==> config.mk <==
export PLATFORM = sky130hd
export DESIGN_NAME = cwd_top
export DESIGN_NICKNAME = d
export VERILOG_FILES = /design/src/cwd_pkg.sv /design/src/cwd_db_if.sv /design/src/cwd_top.sv /design/src/cwd_sync.sv /design/src/cwd_deadband.sv
export VERILOG_INCLUDE_DIRS = /design/src
export SDC_FILE = /design/constraint.sdc
export NUM_CORES = 1
export LEC_CHECK = 0
export ABC_AREA = 1
export BUFFER_PORTS_ARGS = -buffer_cell sky130_fd_sc_hd__buf_2
export CORE_MARGIN = 2
export CORE_UTILIZATION = 30
export CTS_CLUSTER_DIAMETER = 60
export CTS_CLUSTER_SIZE = 25
export DETAILED_ROUTE_END_ITERATION = 6
export GPL_ROUTABILITY_DRIVEN = 0
export GPL_TIMING_DRIVEN = 0
export PLACE_DENSITY = 0.44
export SETUP_SLACK_MARGIN = 0.1
export SLEW_MARGIN = 15
export SYNTH_ARGS = -nofsm -noshare
export SYNTH_HDL_FRONTEND = slang
export SYNTH_SLANG_ARGS = --single-unit
export TNS_END_PERCENT = 5
==> constraint.sdc <==
create_clock -name sys_clk_in -period 7.12 [get_ports sys_clk_in]
set_clock_uncertainty 0.05 [all_clocks]
set_input_delay 1.78 -clock sys_clk_in [delete_from_list [all_inputs] [get_ports sys_clk_in]]
set_output_delay 1.78 -clock sys_clk_in [all_outputs]
set_load 0.005 [all_outputs]
==> src/cwd_consts.svh <==
// Purpose: shared constants of the complementary waveform dead-band block
// Assumes: 4-bit register index, 8-bit register data
// Notes:   offsets, field positions, reset values and mode codes
//
// Behaviour
// - async steering change applies right after write
// - one bit picks dead-band clock source
// - per-output polarity bit, set means active-high
// - polarity never touches override or steering
// - two 6-bit counters, rise/reverse and fall/forward
// - dead band counts ticks from zero upward
// - half bridge delays A on rise, B on fall
// - full bridge A/C switch at once, modulated delayed
// - reverse band on B only, forward on D
// - each interval programmable over full counter range
// - zero count means no delay at all
// - early return of input cancels that pulse
// - counts double-buffered, load request when enabled
// - async edges add at most one tick
// - software shutdown bit forces and holds shutdown
// - enabled active-low sources force override immediately
// - sources level sensitive, hold shutdown while active
// - one field drives B/D, other A/C
// - entering shutdown sets the event flag
// - software clears shutdown, resume on rising edge
// - auto-restart clears shutdown when sources gone
// - software clear ignored while condition present
`ifndef CWD_CONSTS_SVH
`define CWD_CONSTS_SVH

// ==========================================================
// register indices
`define CWD_REG_CTRL   4'h0
`define CWD_REG_POL    4'h1
`define CWD_REG_CLK    4'h2
`define CWD_REG_DBR    4'h3
`define CWD_REG_DBF    4'h4
`define CWD_REG_STEER  4'h5
`define CWD_REG_ASD0   4'h6
`define CWD_REG_ASD1   4'h7
`define CWD_REG_FLAG   4'h8

// ==========================================================
// field positions
`define CWD_CTRL_EN    7
`define CWD_CTRL_LD    6
`define CWD_ASD0_SD    7
`define CWD_ASD0_REN   6

// ==========================================================
// mode codes
`define CWD_MODE_ASTEER 3'h0
`define CWD_MODE_SSTEER 3'h1
`define CWD_MODE_FFWD   3'h2
`define CWD_MODE_FREV   3'h3
`define CWD_MODE_HALF   3'h4
`define CWD_MODE_PP     3'h5

// ==========================================================
// widths and reset values
`define CWD_DB_W       6
`define CWD_NSRC       4
`define CWD_RST_BYTE   8'h00
`define CWD_RST_DB     6'h00

`endif

==> src/cwd_pkg.sv <==
// Purpose: types of the waveform dead-band block
// Assumes: nothing
// Notes:   shutdown sequencer states
package cwd_pkg;
	// ==========================================================
	// shutdown sequencer
	typedef enum logic [1:0] {
		CWD_SD_RUN,
		CWD_SD_HOLD,
		CWD_SD_WAIT
	} cwd_sd_state_e;

	typedef logic [5:0] cwd_cnt_t;
endpackage : cwd_pkg

==> src/cwd_db_if.sv <==
// Purpose: link between the top and one dead-band counter
// Assumes: single clock
// Notes:   fire is a one-cycle pulse
`timescale 1ns/10ps
interface cwd_db_if #(parameter int W = 6);
	logic         start;
	logic         abort;
	logic         tick;
	logic [W-1:0] value;
	logic         fire;

	modport ctrl (output start, output abort, output tick,
		output value, input fire);
	modport unit (input start, input abort, input tick,
		input value, output fire);
endinterface : cwd_db_if

==> src/cwd_top.sv <==
// Purpose: complementary waveform generator with dead band
// Assumes: data_in is on sys_clk; shutdown pins and osc are async
// Notes:   all outputs are registered
//
// Decided for this implementation: the plain strobed port and the placing of the registers.
`timescale 1ns/10ps
`include "cwd_consts.svh"
module cwd_top #(
	parameter int DB_W = `CWD_DB_W,
	parameter int NSRC = `CWD_NSRC
) (
	// clock and reset
	input  wire logic            sys_clk_in,
	input  wire logic            rst_b_in,
	// register port
	input  wire logic [3:0]      reg_addr_in,
	input  wire logic [7:0]      reg_wdata_in,
	input  wire logic            reg_wr_in,
	input  wire logic            reg_rd_in,
	output logic      [7:0]      reg_rdata_out,
	// waveform source and timing
	input  wire logic            data_in,
	input  wire logic            internal_fast_oscillator_in,
	input  wire logic            sleep_in,
	// shutdown sources, active low
	input  wire logic [NSRC-1:0] shutdown_src_b_in,
	// driver outputs
	output logic                 output_a_out,
	output logic                 output_b_out,
	output logic                 output_c_out,
	output logic                 output_d_out,
	output logic                 shutdown_event_flag_out
);
	// ==========================================================
	// register state
	logic            en_ff;
	logic            ld_ff;
	logic            ld_arm_ff;
	logic [2:0]      mode_ff;
	logic [3:0]      pol_ff;
	logic            cs_ff;
	logic [DB_W-1:0] rise_buf_ff;
	logic [DB_W-1:0] fall_buf_ff;
	logic [DB_W-1:0] rise_act_ff;
	logic [DB_W-1:0] fall_act_ff;
	logic [3:0]      str_ff;
	logic [3:0]      ovr_ff;
	logic [3:0]      str_act_ff;
	logic            ren_ff;
	logic [1:0]      override_level_pair_two_ff;
	logic [1:0]      override_level_pair_one_ff;
	logic [NSRC-1:0] src_en_ff;
	logic            flag_ff;

	// ==========================================================
	// waveform state
	cwd_pkg::cwd_sd_state_e sd_state_ff;
	cwd_pkg::cwd_sd_state_e nxt_sd_state;
	logic            d_prev_ff;
	logic            osc_prev_ff;
	logic            a_on_ff;
	logic            b_on_ff;
	logic            dir_ff;
	logic            mod_en_ff;
	logic            seq_ff;
	logic [3:0]      nxt_out;

	// ==========================================================
	// combinational helpers
	logic            wr_ctrl;
	logic            wr_pol;
	logic            wr_clk;
	logic            wr_dbr;
	logic            wr_dbf;
	logic            wr_steer;
	logic            wr_asd0;
	logic            wr_asd1;
	logic            wr_flag;
	logic            sw_set;
	logic            sw_clr;
	logic            d_rise;
	logic            d_fall;
	logic            osc_q;
	logic            tick;
	logic [NSRC-1:0] src_q;
	logic            cond;
	logic            go;
	logic            is_half;
	logic            is_full;
	logic            is_pp;
	logic            is_steer;
	logic            dir_chg;
	logic [1:0]      db_start;
	logic [1:0]      db_abort;
	logic [1:0]      db_fire;
	logic [3:0]      act;
	logic [3:0]      ovl;

	// ==========================================================
	// write decode
	assign wr_ctrl  = reg_wr_in && (reg_addr_in == `CWD_REG_CTRL);
	assign wr_pol   = reg_wr_in && (reg_addr_in == `CWD_REG_POL);
	assign wr_clk   = reg_wr_in && (reg_addr_in == `CWD_REG_CLK);
	assign wr_dbr   = reg_wr_in && (reg_addr_in == `CWD_REG_DBR);
	assign wr_dbf   = reg_wr_in && (reg_addr_in == `CWD_REG_DBF);
	assign wr_steer = reg_wr_in && (reg_addr_in == `CWD_REG_STEER);
	assign wr_asd0  = reg_wr_in && (reg_addr_in == `CWD_REG_ASD0);
	assign wr_asd1  = reg_wr_in && (reg_addr_in == `CWD_REG_ASD1);
	assign wr_flag  = reg_wr_in && (reg_addr_in == `CWD_REG_FLAG);
	assign sw_set   = wr_asd0 && reg_wdata_in[`CWD_ASD0_SD];
	assign sw_clr   = wr_asd0 && !reg_wdata_in[`CWD_ASD0_SD];

	// ==========================================================
	// pins from outside the clock domain
	cwd_sync #(.W(1)) u_osc_sync (
		.sys_clk_in (sys_clk_in),
		.rst_b_in   (rst_b_in),
		.sig_in     (internal_fast_oscillator_in),
		.q_out      (osc_q)
	);

	cwd_sync #(.W(NSRC)) u_src_sync (
		.sys_clk_in (sys_clk_in),
		.rst_b_in   (rst_b_in),
		.sig_in     (shutdown_src_b_in),
		.q_out      (src_q)
	);

	// ==========================================================
	// edge history of data and oscillator
	always_ff @(posedge sys_clk_in or negedge rst_b_in) begin
		if (!rst_b_in) begin
			d_prev_ff   <= 1'b0;
			osc_prev_ff <= 1'b1;
		end else begin
			d_prev_ff   <= data_in;
			osc_prev_ff <= osc_q;
		end
	end

	assign d_rise = data_in && !d_prev_ff;
	assign d_fall = !data_in && d_prev_ff;
	// system clock stops in sleep, so no ticks on that source
	assign tick   = cs_ff ? (osc_q && !osc_prev_ff) : !sleep_in;

	// ==========================================================
	// mode decode
	assign is_half  = (mode_ff == `CWD_MODE_HALF);
	assign is_pp    = (mode_ff == `CWD_MODE_PP);
	assign is_full  = (mode_ff == `CWD_MODE_FFWD) ||
		(mode_ff == `CWD_MODE_FREV);
	assign is_steer = (mode_ff == `CWD_MODE_ASTEER) ||
		(mode_ff == `CWD_MODE_SSTEER);
	assign dir_chg  = (mode_ff[0] != dir_ff);

	// ==========================================================
	// control register and load request
	always_ff @(posedge sys_clk_in or negedge rst_b_in) begin
		if (!rst_b_in) begin
			en_ff     <= 1'b0;
			mode_ff   <= 3'h0;
			ld_ff     <= 1'b0;
			ld_arm_ff <= 1'b0;
		end else begin
			if (wr_ctrl) begin
				en_ff   <= reg_wdata_in[`CWD_CTRL_EN];
				mode_ff <= reg_wdata_in[2:0];
			end
			// request only honoured once already enabled
			if (!en_ff) begin
				ld_ff     <= 1'b0;
				ld_arm_ff <= 1'b0;
			end else if (ld_arm_ff && d_rise) begin
				ld_ff     <= 1'b0;
				ld_arm_ff <= 1'b0;
			end else begin
				if (wr_ctrl && reg_wdata_in[`CWD_CTRL_LD]) begin
					ld_ff <= 1'b1;
				end
				if (ld_ff && d_fall) begin
					ld_arm_ff <= 1'b1;
				end
			end
		end
	end

	// ==========================================================
	// dead-band count buffers
	always_ff @(posedge sys_clk_in or negedge rst_b_in) begin
		if (!rst_b_in) begin
			rise_buf_ff <= `CWD_RST_DB;
			fall_buf_ff <= `CWD_RST_DB;
			rise_act_ff <= `CWD_RST_DB;
			fall_act_ff <= `CWD_RST_DB;
		end else begin
			if (wr_dbr) begin
				rise_buf_ff <= reg_wdata_in[DB_W-1:0];
			end
			if (wr_dbf) begin
				fall_buf_ff <= reg_wdata_in[DB_W-1:0];
			end
			if (!en_ff) begin
				// disabled: a write reaches the active copy at once
				if (wr_dbr) begin
					rise_act_ff <= reg_wdata_in[DB_W-1:0];
				end
				if (wr_dbf) begin
					fall_act_ff <= reg_wdata_in[DB_W-1:0];
				end
			end else if (ld_arm_ff && d_rise) begin
				rise_act_ff <= rise_buf_ff;
				fall_act_ff <= fall_buf_ff;
			end
		end
	end

	// ==========================================================
	// output and clock configuration
	always_ff @(posedge sys_clk_in or negedge rst_b_in) begin
		if (!rst_b_in) begin
			pol_ff    <= 4'h0;
			cs_ff     <= 1'b0;
			str_ff    <= 4'h0;
			ovr_ff    <= 4'h0;
			ren_ff    <= 1'b0;
			override_level_pair_two_ff   <= 2'h0;
			override_level_pair_one_ff   <= 2'h0;
			src_en_ff <= '0;
		end else begin
			if (wr_pol) begin
				pol_ff <= reg_wdata_in[3:0];
			end
			if (wr_clk) begin
				cs_ff <= reg_wdata_in[0];
			end
			if (wr_steer) begin
				ovr_ff <= reg_wdata_in[7:4];
				str_ff <= reg_wdata_in[3:0];
			end
			if (wr_asd0) begin
				ren_ff  <= reg_wdata_in[`CWD_ASD0_REN];
				override_level_pair_two_ff <= reg_wdata_in[5:4];
				override_level_pair_one_ff <= reg_wdata_in[3:2];
			end
			if (wr_asd1) begin
				src_en_ff <= reg_wdata_in[NSRC-1:0];
			end
		end
	end

	// ==========================================================
	// shutdown sequencer; clearing an enable drops its source
	assign cond = |(src_en_ff & ~src_q);

	always_comb begin
		nxt_sd_state = sd_state_ff;
		case (sd_state_ff)
			cwd_pkg::CWD_SD_RUN: begin
				if (sw_set || cond) begin
					nxt_sd_state = cwd_pkg::CWD_SD_HOLD;
				end
			end
			cwd_pkg::CWD_SD_HOLD: begin
				// a clear while a source is active is ignored
				if (!cond && (ren_ff || sw_clr)) begin
					nxt_sd_state = cwd_pkg::CWD_SD_WAIT;
				end
			end
			cwd_pkg::CWD_SD_WAIT: begin
				if (sw_set || cond) begin
					nxt_sd_state = cwd_pkg::CWD_SD_HOLD;
				end else if (d_rise) begin
					nxt_sd_state = cwd_pkg::CWD_SD_RUN;
				end
			end
			default: begin
				nxt_sd_state = cwd_pkg::CWD_SD_HOLD;
			end
		endcase
	end

	// start-up is from the shutdown state
	always_ff @(posedge sys_clk_in or negedge rst_b_in) begin
		if (!rst_b_in) begin
			sd_state_ff <= cwd_pkg::CWD_SD_HOLD;
		end else begin
			sd_state_ff <= nxt_sd_state;
		end
	end

	// event flag; a set beats a clear in the same cycle
	always_ff @(posedge sys_clk_in or negedge rst_b_in) begin
		if (!rst_b_in) begin
			flag_ff <= 1'b0;
		end else if ((nxt_sd_state == cwd_pkg::CWD_SD_HOLD) &&
			(sd_state_ff != cwd_pkg::CWD_SD_HOLD)) begin
			flag_ff <= 1'b1;
		end else if (wr_flag && reg_wdata_in[0]) begin
			flag_ff <= 1'b0;
		end
	end

	// edges are processed this cycle, including the resuming edge
	assign go = en_ff && (nxt_sd_state == cwd_pkg::CWD_SD_RUN);

	// ==========================================================
	// dead-band counter starts and aborts
	always_comb begin
		db_start = 2'b00;
		db_abort = 2'b00;
		if (go && is_half) begin
			db_start[0] = d_rise && (rise_act_ff != '0);
			db_start[1] = d_fall && (fall_act_ff != '0);
			db_abort[0] = d_fall;
			db_abort[1] = d_rise;
		end else if (go && is_full) begin
			db_start[0] = d_rise && dir_chg && mode_ff[0] &&
				(rise_act_ff != '0);
			db_start[1] = d_rise && dir_chg && !mode_ff[0] &&
				(fall_act_ff != '0);
			db_abort    = {d_fall, d_fall};
		end else begin
			db_abort = 2'b11;
		end
	end

	// ==========================================================
	// the two counters: index 0 rise/reverse, 1 fall/forward
	for (genvar i = 0; i < 2; i++) begin : g_db
		cwd_db_if #(.W(DB_W)) dbif ();
		assign dbif.start = db_start[i];
		assign dbif.abort = db_abort[i];
		assign dbif.tick  = tick;
		assign dbif.value = (i == 0) ? rise_act_ff : fall_act_ff;
		assign db_fire[i] = dbif.fire;

		cwd_deadband #(.W(DB_W)) u_db (
			.sys_clk_in (sys_clk_in),
			.rst_b_in   (rst_b_in),
			.db         (dbif.unit)
		);
	end

	// ==========================================================
	// half bridge: each turn-on waits for its own dead band
	always_ff @(posedge sys_clk_in or negedge rst_b_in) begin
		if (!rst_b_in) begin
			a_on_ff <= 1'b0;
			b_on_ff <= 1'b0;
		end else if (!go || !is_half) begin
			a_on_ff <= 1'b0;
			b_on_ff <= 1'b0;
		end else begin
			if (d_fall) begin
				a_on_ff <= 1'b0;
			end else if ((d_rise && (rise_act_ff == '0)) ||
				db_fire[0]) begin
				a_on_ff <= 1'b1;
			end
			if (d_rise) begin
				b_on_ff <= 1'b0;
			end else if ((d_fall && (fall_act_ff == '0)) ||
				db_fire[1]) begin
				b_on_ff <= 1'b1;
			end
		end
	end

	// ==========================================================
	// full bridge direction, taken at a rising data edge
	always_ff @(posedge sys_clk_in or negedge rst_b_in) begin
		if (!rst_b_in) begin
			dir_ff    <= 1'b0;
			mod_en_ff <= 1'b1;
		end else if (!go || !is_full) begin
			dir_ff    <= mode_ff[0];
			mod_en_ff <= 1'b1;
		end else if (d_rise && dir_chg) begin
			dir_ff    <= mode_ff[0];
			mod_en_ff <= mode_ff[0] ? (rise_act_ff == '0) :
				(fall_act_ff == '0);
		end else if (|db_fire || d_fall) begin
			// a cut-short pulse stays dark; the next one runs
			mod_en_ff <= 1'b1;
		end
	end

	// ==========================================================
	// push-pull sequencer, restarted by disable or shutdown
	always_ff @(posedge sys_clk_in or negedge rst_b_in) begin
		if (!rst_b_in) begin
			seq_ff <= 1'b0;
		end else if (!go || !is_pp) begin
			seq_ff <= 1'b0;
		end else if (d_fall) begin
			seq_ff <= !seq_ff;
		end
	end

	// synchronous steering picks up selection at a rising edge
	always_ff @(posedge sys_clk_in or negedge rst_b_in) begin
		if (!rst_b_in) begin
			str_act_ff <= 4'h0;
		end else if (mode_ff != `CWD_MODE_SSTEER) begin
			str_act_ff <= str_ff;
		end else if (d_rise) begin
			str_act_ff <= str_ff;
		end
	end

	// ==========================================================
	// output composition: active sense first, then polarity, overrides last
	assign ovl = {override_level_pair_two_ff[1], override_level_pair_one_ff[1], override_level_pair_two_ff[0], override_level_pair_one_ff[0]};

	always_comb begin
		act = 4'h0;
		if (is_half) begin
			act = {b_on_ff, a_on_ff, b_on_ff, a_on_ff};
		end else if (is_pp) begin
			act = {data_in && seq_ff, data_in && !seq_ff,
				data_in && seq_ff, data_in && !seq_ff};
		end else if (is_full) begin
			act[0] = !dir_ff;
			act[2] = dir_ff;
			act[1] = dir_ff && data_in && mod_en_ff;
			act[3] = !dir_ff && data_in && mod_en_ff;
		end else begin
			act = {4{data_in}};
		end
		for (int k = 0; k < 4; k++) begin
			nxt_out[k] = pol_ff[k] ? act[k] : !act[k];
		end
		if (is_steer) begin
			for (int k = 0; k < 4; k++) begin
				// async steering reads the selection straight away
				if (!((mode_ff == `CWD_MODE_ASTEER) ? str_ff[k] :
					str_act_ff[k])) begin
					nxt_out[k] = ovr_ff[k];
				end else if (!go) begin
					nxt_out[k] = ovl[k];
				end
			end
		end else if (en_ff && !go) begin
			nxt_out = ovl;
		end
	end

	always_ff @(posedge sys_clk_in or negedge rst_b_in) begin
		if (!rst_b_in) begin
			output_a_out <= 1'b0;
			output_b_out <= 1'b0;
			output_c_out <= 1'b0;
			output_d_out <= 1'b0;
		end else begin
			output_a_out <= nxt_out[0];
			output_b_out <= nxt_out[1];
			output_c_out <= nxt_out[2];
			output_d_out <= nxt_out[3];
		end
	end

	assign shutdown_event_flag_out = flag_ff;

	// ==========================================================
	// read port; unmapped indices and idle cycles read zero
	always_ff @(posedge sys_clk_in or negedge rst_b_in) begin
		if (!rst_b_in) begin
			reg_rdata_out <= `CWD_RST_BYTE;
		end else if (!reg_rd_in) begin
			reg_rdata_out <= `CWD_RST_BYTE;
		end else begin
			case (reg_addr_in)
				`CWD_REG_CTRL:  reg_rdata_out <= {en_ff, ld_ff, 3'h0,
					mode_ff};
				`CWD_REG_POL:   reg_rdata_out <= {2'h0, data_in, 1'b0,
					pol_ff};
				`CWD_REG_CLK:   reg_rdata_out <= {7'h00, cs_ff};
				`CWD_REG_DBR:   reg_rdata_out <= {2'h0, rise_buf_ff};
				`CWD_REG_DBF:   reg_rdata_out <= {2'h0, fall_buf_ff};
				`CWD_REG_STEER: reg_rdata_out <= {ovr_ff, str_ff};
				`CWD_REG_ASD0:  reg_rdata_out <= {
					sd_state_ff == cwd_pkg::CWD_SD_HOLD, ren_ff,
					override_level_pair_two_ff, override_level_pair_one_ff, 2'h0};
				`CWD_REG_ASD1:  reg_rdata_out <= {~src_q, src_en_ff};
				`CWD_REG_FLAG:  reg_rdata_out <= {7'h00, flag_ff};
				default:        reg_rdata_out <= `CWD_RST_BYTE;
			endcase
		end
	end
endmodule : cwd_top

==> src/cwd_sync.sv <==
// Purpose: three-stage synchroniser with agreement filter
// Assumes: asynchronous inputs
// Notes:   output moves only when stages two and three agree
`timescale 1ns/10ps
module cwd_sync #(
	parameter int W = 1
) (
	// clock and reset
	input  wire logic         sys_clk_in,
	input  wire logic         rst_b_in,
	// signals
	input  wire logic [W-1:0] sig_in,
	output logic      [W-1:0] q_out
);
	logic [W-1:0] s1_ff;
	logic [W-1:0] s2_ff;
	logic [W-1:0] s3_ff;

	// ==========================================================
	// stage one is read only by stage two
	always_ff @(posedge sys_clk_in or negedge rst_b_in) begin
		if (!rst_b_in) begin
			s1_ff <= '1;
			s2_ff <= '1;
			s3_ff <= '1;
			q_out <= '1;
		end else begin
			s1_ff <= sig_in;
			s2_ff <= s1_ff;
			s3_ff <= s2_ff;
			// per-bit agreement filter
			q_out <= (s2_ff & s3_ff) | (q_out & (s2_ff | s3_ff));
		end
	end
endmodule : cwd_sync

==> src/cwd_deadband.sv <==
// Purpose: one dead-band interval counter
// Assumes: tick marks one dead-band clock period
// Notes:   fire pulses once the programmed count has elapsed
`timescale 1ns/10ps
module cwd_deadband #(
	parameter int W = 6
) (
	// clock and reset
	input  wire logic sys_clk_in,
	input  wire logic rst_b_in,
	// control link
	cwd_db_if.unit    db
);
	logic         busy_ff;
	logic [W-1:0] cnt_ff;
	logic         fire_ff;
	logic [W:0]   cnt_inc;

	assign cnt_inc = {1'b0, cnt_ff} + {{W{1'b0}}, 1'b1};
	assign db.fire = fire_ff;

	// ==========================================================
	// count from zero up to the value; an abort cancels the pulse
	always_ff @(posedge sys_clk_in or negedge rst_b_in) begin
		if (!rst_b_in) begin
			busy_ff <= 1'b0;
			cnt_ff  <= '0;
			fire_ff <= 1'b0;
		end else begin
			fire_ff <= 1'b0;
			if (db.abort) begin
				busy_ff <= 1'b0;
			end else if (db.start) begin
				busy_ff <= 1'b1;
				cnt_ff  <= '0;
			end else if (busy_ff && db.tick) begin
				// edge lands mid-period, so one tick of jitter
				if (cnt_inc >= {1'b0, db.value}) begin
					busy_ff <= 1'b0;
					fire_ff <= 1'b1;
				end else begin
					cnt_ff <= cnt_inc[W-1:0];
				end
			end
		end
	end
endmodule : cwd_deadband

==> results by group <==
Detailed routing
  • Via count: 4679
  • Antenna-violating nets left: 0
  • Via density: 4.87
  • Initial DRT Pass Iterations: 5
  • DRC: 0
  • DR iter-0 viols: 373
  • Wire per inst: 15.8 µm
  • WL final: 15200 µm

Critical path
  • CP Cell Sequence: buf_2, inv_2, nor2_4, inv_1, o21ai_0, inv_1, a21oi_1, buf_2, nand2_1, o21ai_0
  • RR Startpoint: g_db[0].u_db.cnt_ff[0]
  • Worst r2r path cells: 13
  • Slowest cell on crit path: o21ai_0
  • Reg-to-Reg End: g_db[0].u_db.cnt_ff[1]
  • Origin of the worst setup path: data_in
  • Crit. End Element: register
  • Max FO, Critical Path: 10
  • Crit path required time: roughly 7.4 ns
  • CP peak stage delay: 0.36 ns
  • Register-to-register setup slack: between 4 and 5 ns
  • Crit path DAT: about 3.6 ns
  • CP Launch Type: input port
  • Worst setup path class: in2reg
  • Critical Path Sink: fall_act_ff[3]

Placed design
  • Area after DPL: 6220 µm²
  • Final HPWL DP: ~11000 µm
  • I/O Buffers: 34

Timing
  • Hold slack: about 0.31 ns
  • Final setup TNS: 0 ns
  • Final hold viol count: 0
  • Final-report setup violation count: 0
  • Fin crit period: between 3 and 4 ns
  • Max-slew headroom at the worst pin: 0.420
  • Achievable frequency: 302 MHz
  • Crit share post-route: 0.465
  • Final slew viol count: 0
  • RSZ-0062 raised after global routing: no
  • Worst slew pin tran: roughly 0.86 ns

Synth
  • Mapped Cells: around 660
  • EDFF count, synth: 0
  • Seq/Total Area, Yosys: 0.504
  • Post-synth top flop: dfrtp_1
  • Flops & latches, synth: ~110
  • Mapped Nets: 696
  • Synth area leader: dfrtp_1
  • Async SR Flop Fraction: 1.00
  • Cell variety after synth: 42
  • Synthesized area per cell: 8.68 µm²
  • Syn Std Cell Area: 5720 µm²
  • Post-synth top area share: 0.398
  • Largest cells by area after synthesis: dfrtp_1 40%, dfstp_2 11%, nand2_1 10%, o21ai_0 6.6%, inv_1 5.8%
  • Warnings, synthesis: 0

Min path
  • Hold Crit Class: reg2reg

Pwr
  • PwrDens: 331 nW/µm²
  • P_leak: 3.37 nW
  • VDD IR-drop max: 172 µV
  • Total Power: approximately 2.3 mW

Clock network
  • CTS Buffer Depth: 2
  • Hold_buf cts: 0
  • CTS buffer count: 17
  • Post CTS Setup Buffer Count: 0
  • Clk pin slew, worst setup/hold paths: around 0.060 ns
  • CTS H-tree lvls: 4
  • Clk sink count: 114
  • Root buffer cell: clkbuf_16
  • CTS tree: yes
  • Resize count post-CTS: 0
  • Clk_lat worst skew: 0.41 ns

Layout
  • Commonest non-fill, non-tap cells in the layout: 152 x nand2_1, 91 x dfrtp_1, 89 x inv_1
  • Most common cell after layout, fill and taps aside: nand2_1
  • Nets: 750
  • N_diodes: 0
  • Layout cells sized above 1: 0.178
  • Filler cells: 1864
  • Post-route cell area: 6860 µm²
  • Layout area overhead: 20.0%

Job
  • MaxCap Viol Count: 0

Global route
  • Largest net degree at the start of global routing: 60
  • GRT overflow: 0
  • Overall routing resource usage: 0.161
  • First-pass GRT wire length: 24700 µm
  • Initial antenna violation count: 0
  • Vias in the first global route: roughly 4700

Status
  • Status: finished, final reports clean

Floorplanning
  • Starting Density: 0.306
  • Chip Width: 142 µm
  • Die area: 20200 µm²
  • Die height: between 100 and 150 µm
  • I/O pin count: 36
  • Area of the core: around 19000 µm²
  • Core Rows: 50
## cell families (layout without fill, tap and decap cells)
logic type,Yosys count,after routing,share of synthesized area
adders and majority gates,19,19,0.0394
buffers and inverters,100,167,0.0663
DFF,114,114,0.504
AOI/OAI and AO/OA,138,138,0.142
xor gates and xnor gates,10,10,0.0153
and+or+nand+nor,278,278,0.234
## report_power, final
group	leakage [nW]	total [mW]	switching (mW)	internal [mW]
Clock	0.316	0.903	0.324	0.579
Combinational	1.64	0.510	0.337	0.173
Sequential	1.41	0.856	0.0836	0.773
## worst min-delay path by stage
| stage | start | end | slack [ns] | depth (start not counted) |
|---|---|---|---|---|
| after floorplan | u_osc_sync.s1_ff | u_osc_sync.s2_ff | 0.30 | 0 |
| after global placement | u_src_sync.s1_ff[2] | u_src_sync.s2_ff[2] | 0.30 | 0 |
| after detailed placement | u_src_sync.s1_ff[2] | u_src_sync.s2_ff[2] | 0.30 | 0 |
| after CTS | u_src_sync.s1_ff[3] | u_src_sync.s2_ff[3] | 0.31 | 0 |
| after global routing | u_src_sync.s1_ff[3] | u_src_sync.s2_ff[3] | 0.31 | 0 |
| final | u_src_sync.s1_ff[3] | u_src_sync.s2_ff[3] | 0.31 | 0 |
## sequential cells by signal (all words and copies together) (netlist names), 6 cells and up
signal,cells
fall_buf_ff,6
fall_act_ff,6
g_db.u_db.cnt_ff,12
g_db.dbif.value,6
rise_buf_ff,6
reg_rdata_out,8
## layer usage
metal | GRT usage | part of all wire | vias up
met4 | 0.0721 | 0.022 | 0
met1 | 0.219 | 0.49 | 2253
met5 | 0 | 0 | -
li1 | - | - | 2296
met2 | 0.249 | 0.45 | 107
met3 | 0.0303 | 0.036 | 23
## metrics by stage
step           cells   util  worst slack [ns]
6_report         960  0.367              3.81
5_1_grt          960  0.367              3.66
4_1_cts          960  0.367              3.83
3_5_place_dp     928  0.332              3.39
3_3_place_gp     927  0.331              2.79
2_1_floorplan    659      -              3.88
## synth_stat cells (2+ instances only)
cell	count
a211oi_1	3
a21oi_1	24
a221oi_1	7
a31o_2	2
a31oi_1	7
buf_2	3
clkbuf_1	5
dfrtp_1	91
dfstp_2	23
ha_1	14
inv_1	89
inv_2	2
maj3_1	5
nand2_1	152
nand2_2	8
nand2_4	5
nand3_1	14
nand3_4	3
nand3b_1	6
nand4_1	18
nand4_2	2
nor2_1	49
nor2_4	4
nor2_8	2
nor3_1	11
o211ai_1	2
o211ai_2	2
o21ai_0	75
o221ai_1	2
o22ai_1	6
o31ai_1	2
or2_2	2
xor2_1	10
## final cells by class
class | instances | area (µm²) | share of cell area
buffer | 8 | 33.8 | 0.00492
tap | 234 | 293 | 0.0427
clock inverter | 10 | 103 | 0.0149
sequential | 114 | 2880 | 0.420
multi-input combinational | 445 | 2460 | 0.359
timing repair buffer | 35 | 204 | 0.0297
inverter | 92 | 345 | 0.0503
clock buffer | 22 | 539 | 0.0786
## critical path: cells and delay by family
| family | cells | cell delay (ns) |
|---|---|---|
| and+or+nand+nor | 2 | 0.32 |
| AOI/OAI and AO/OA | 3 | 0.70 |
| buffers and inverters | 5 | 0.77 |
(Power assumes the default switching activity.)
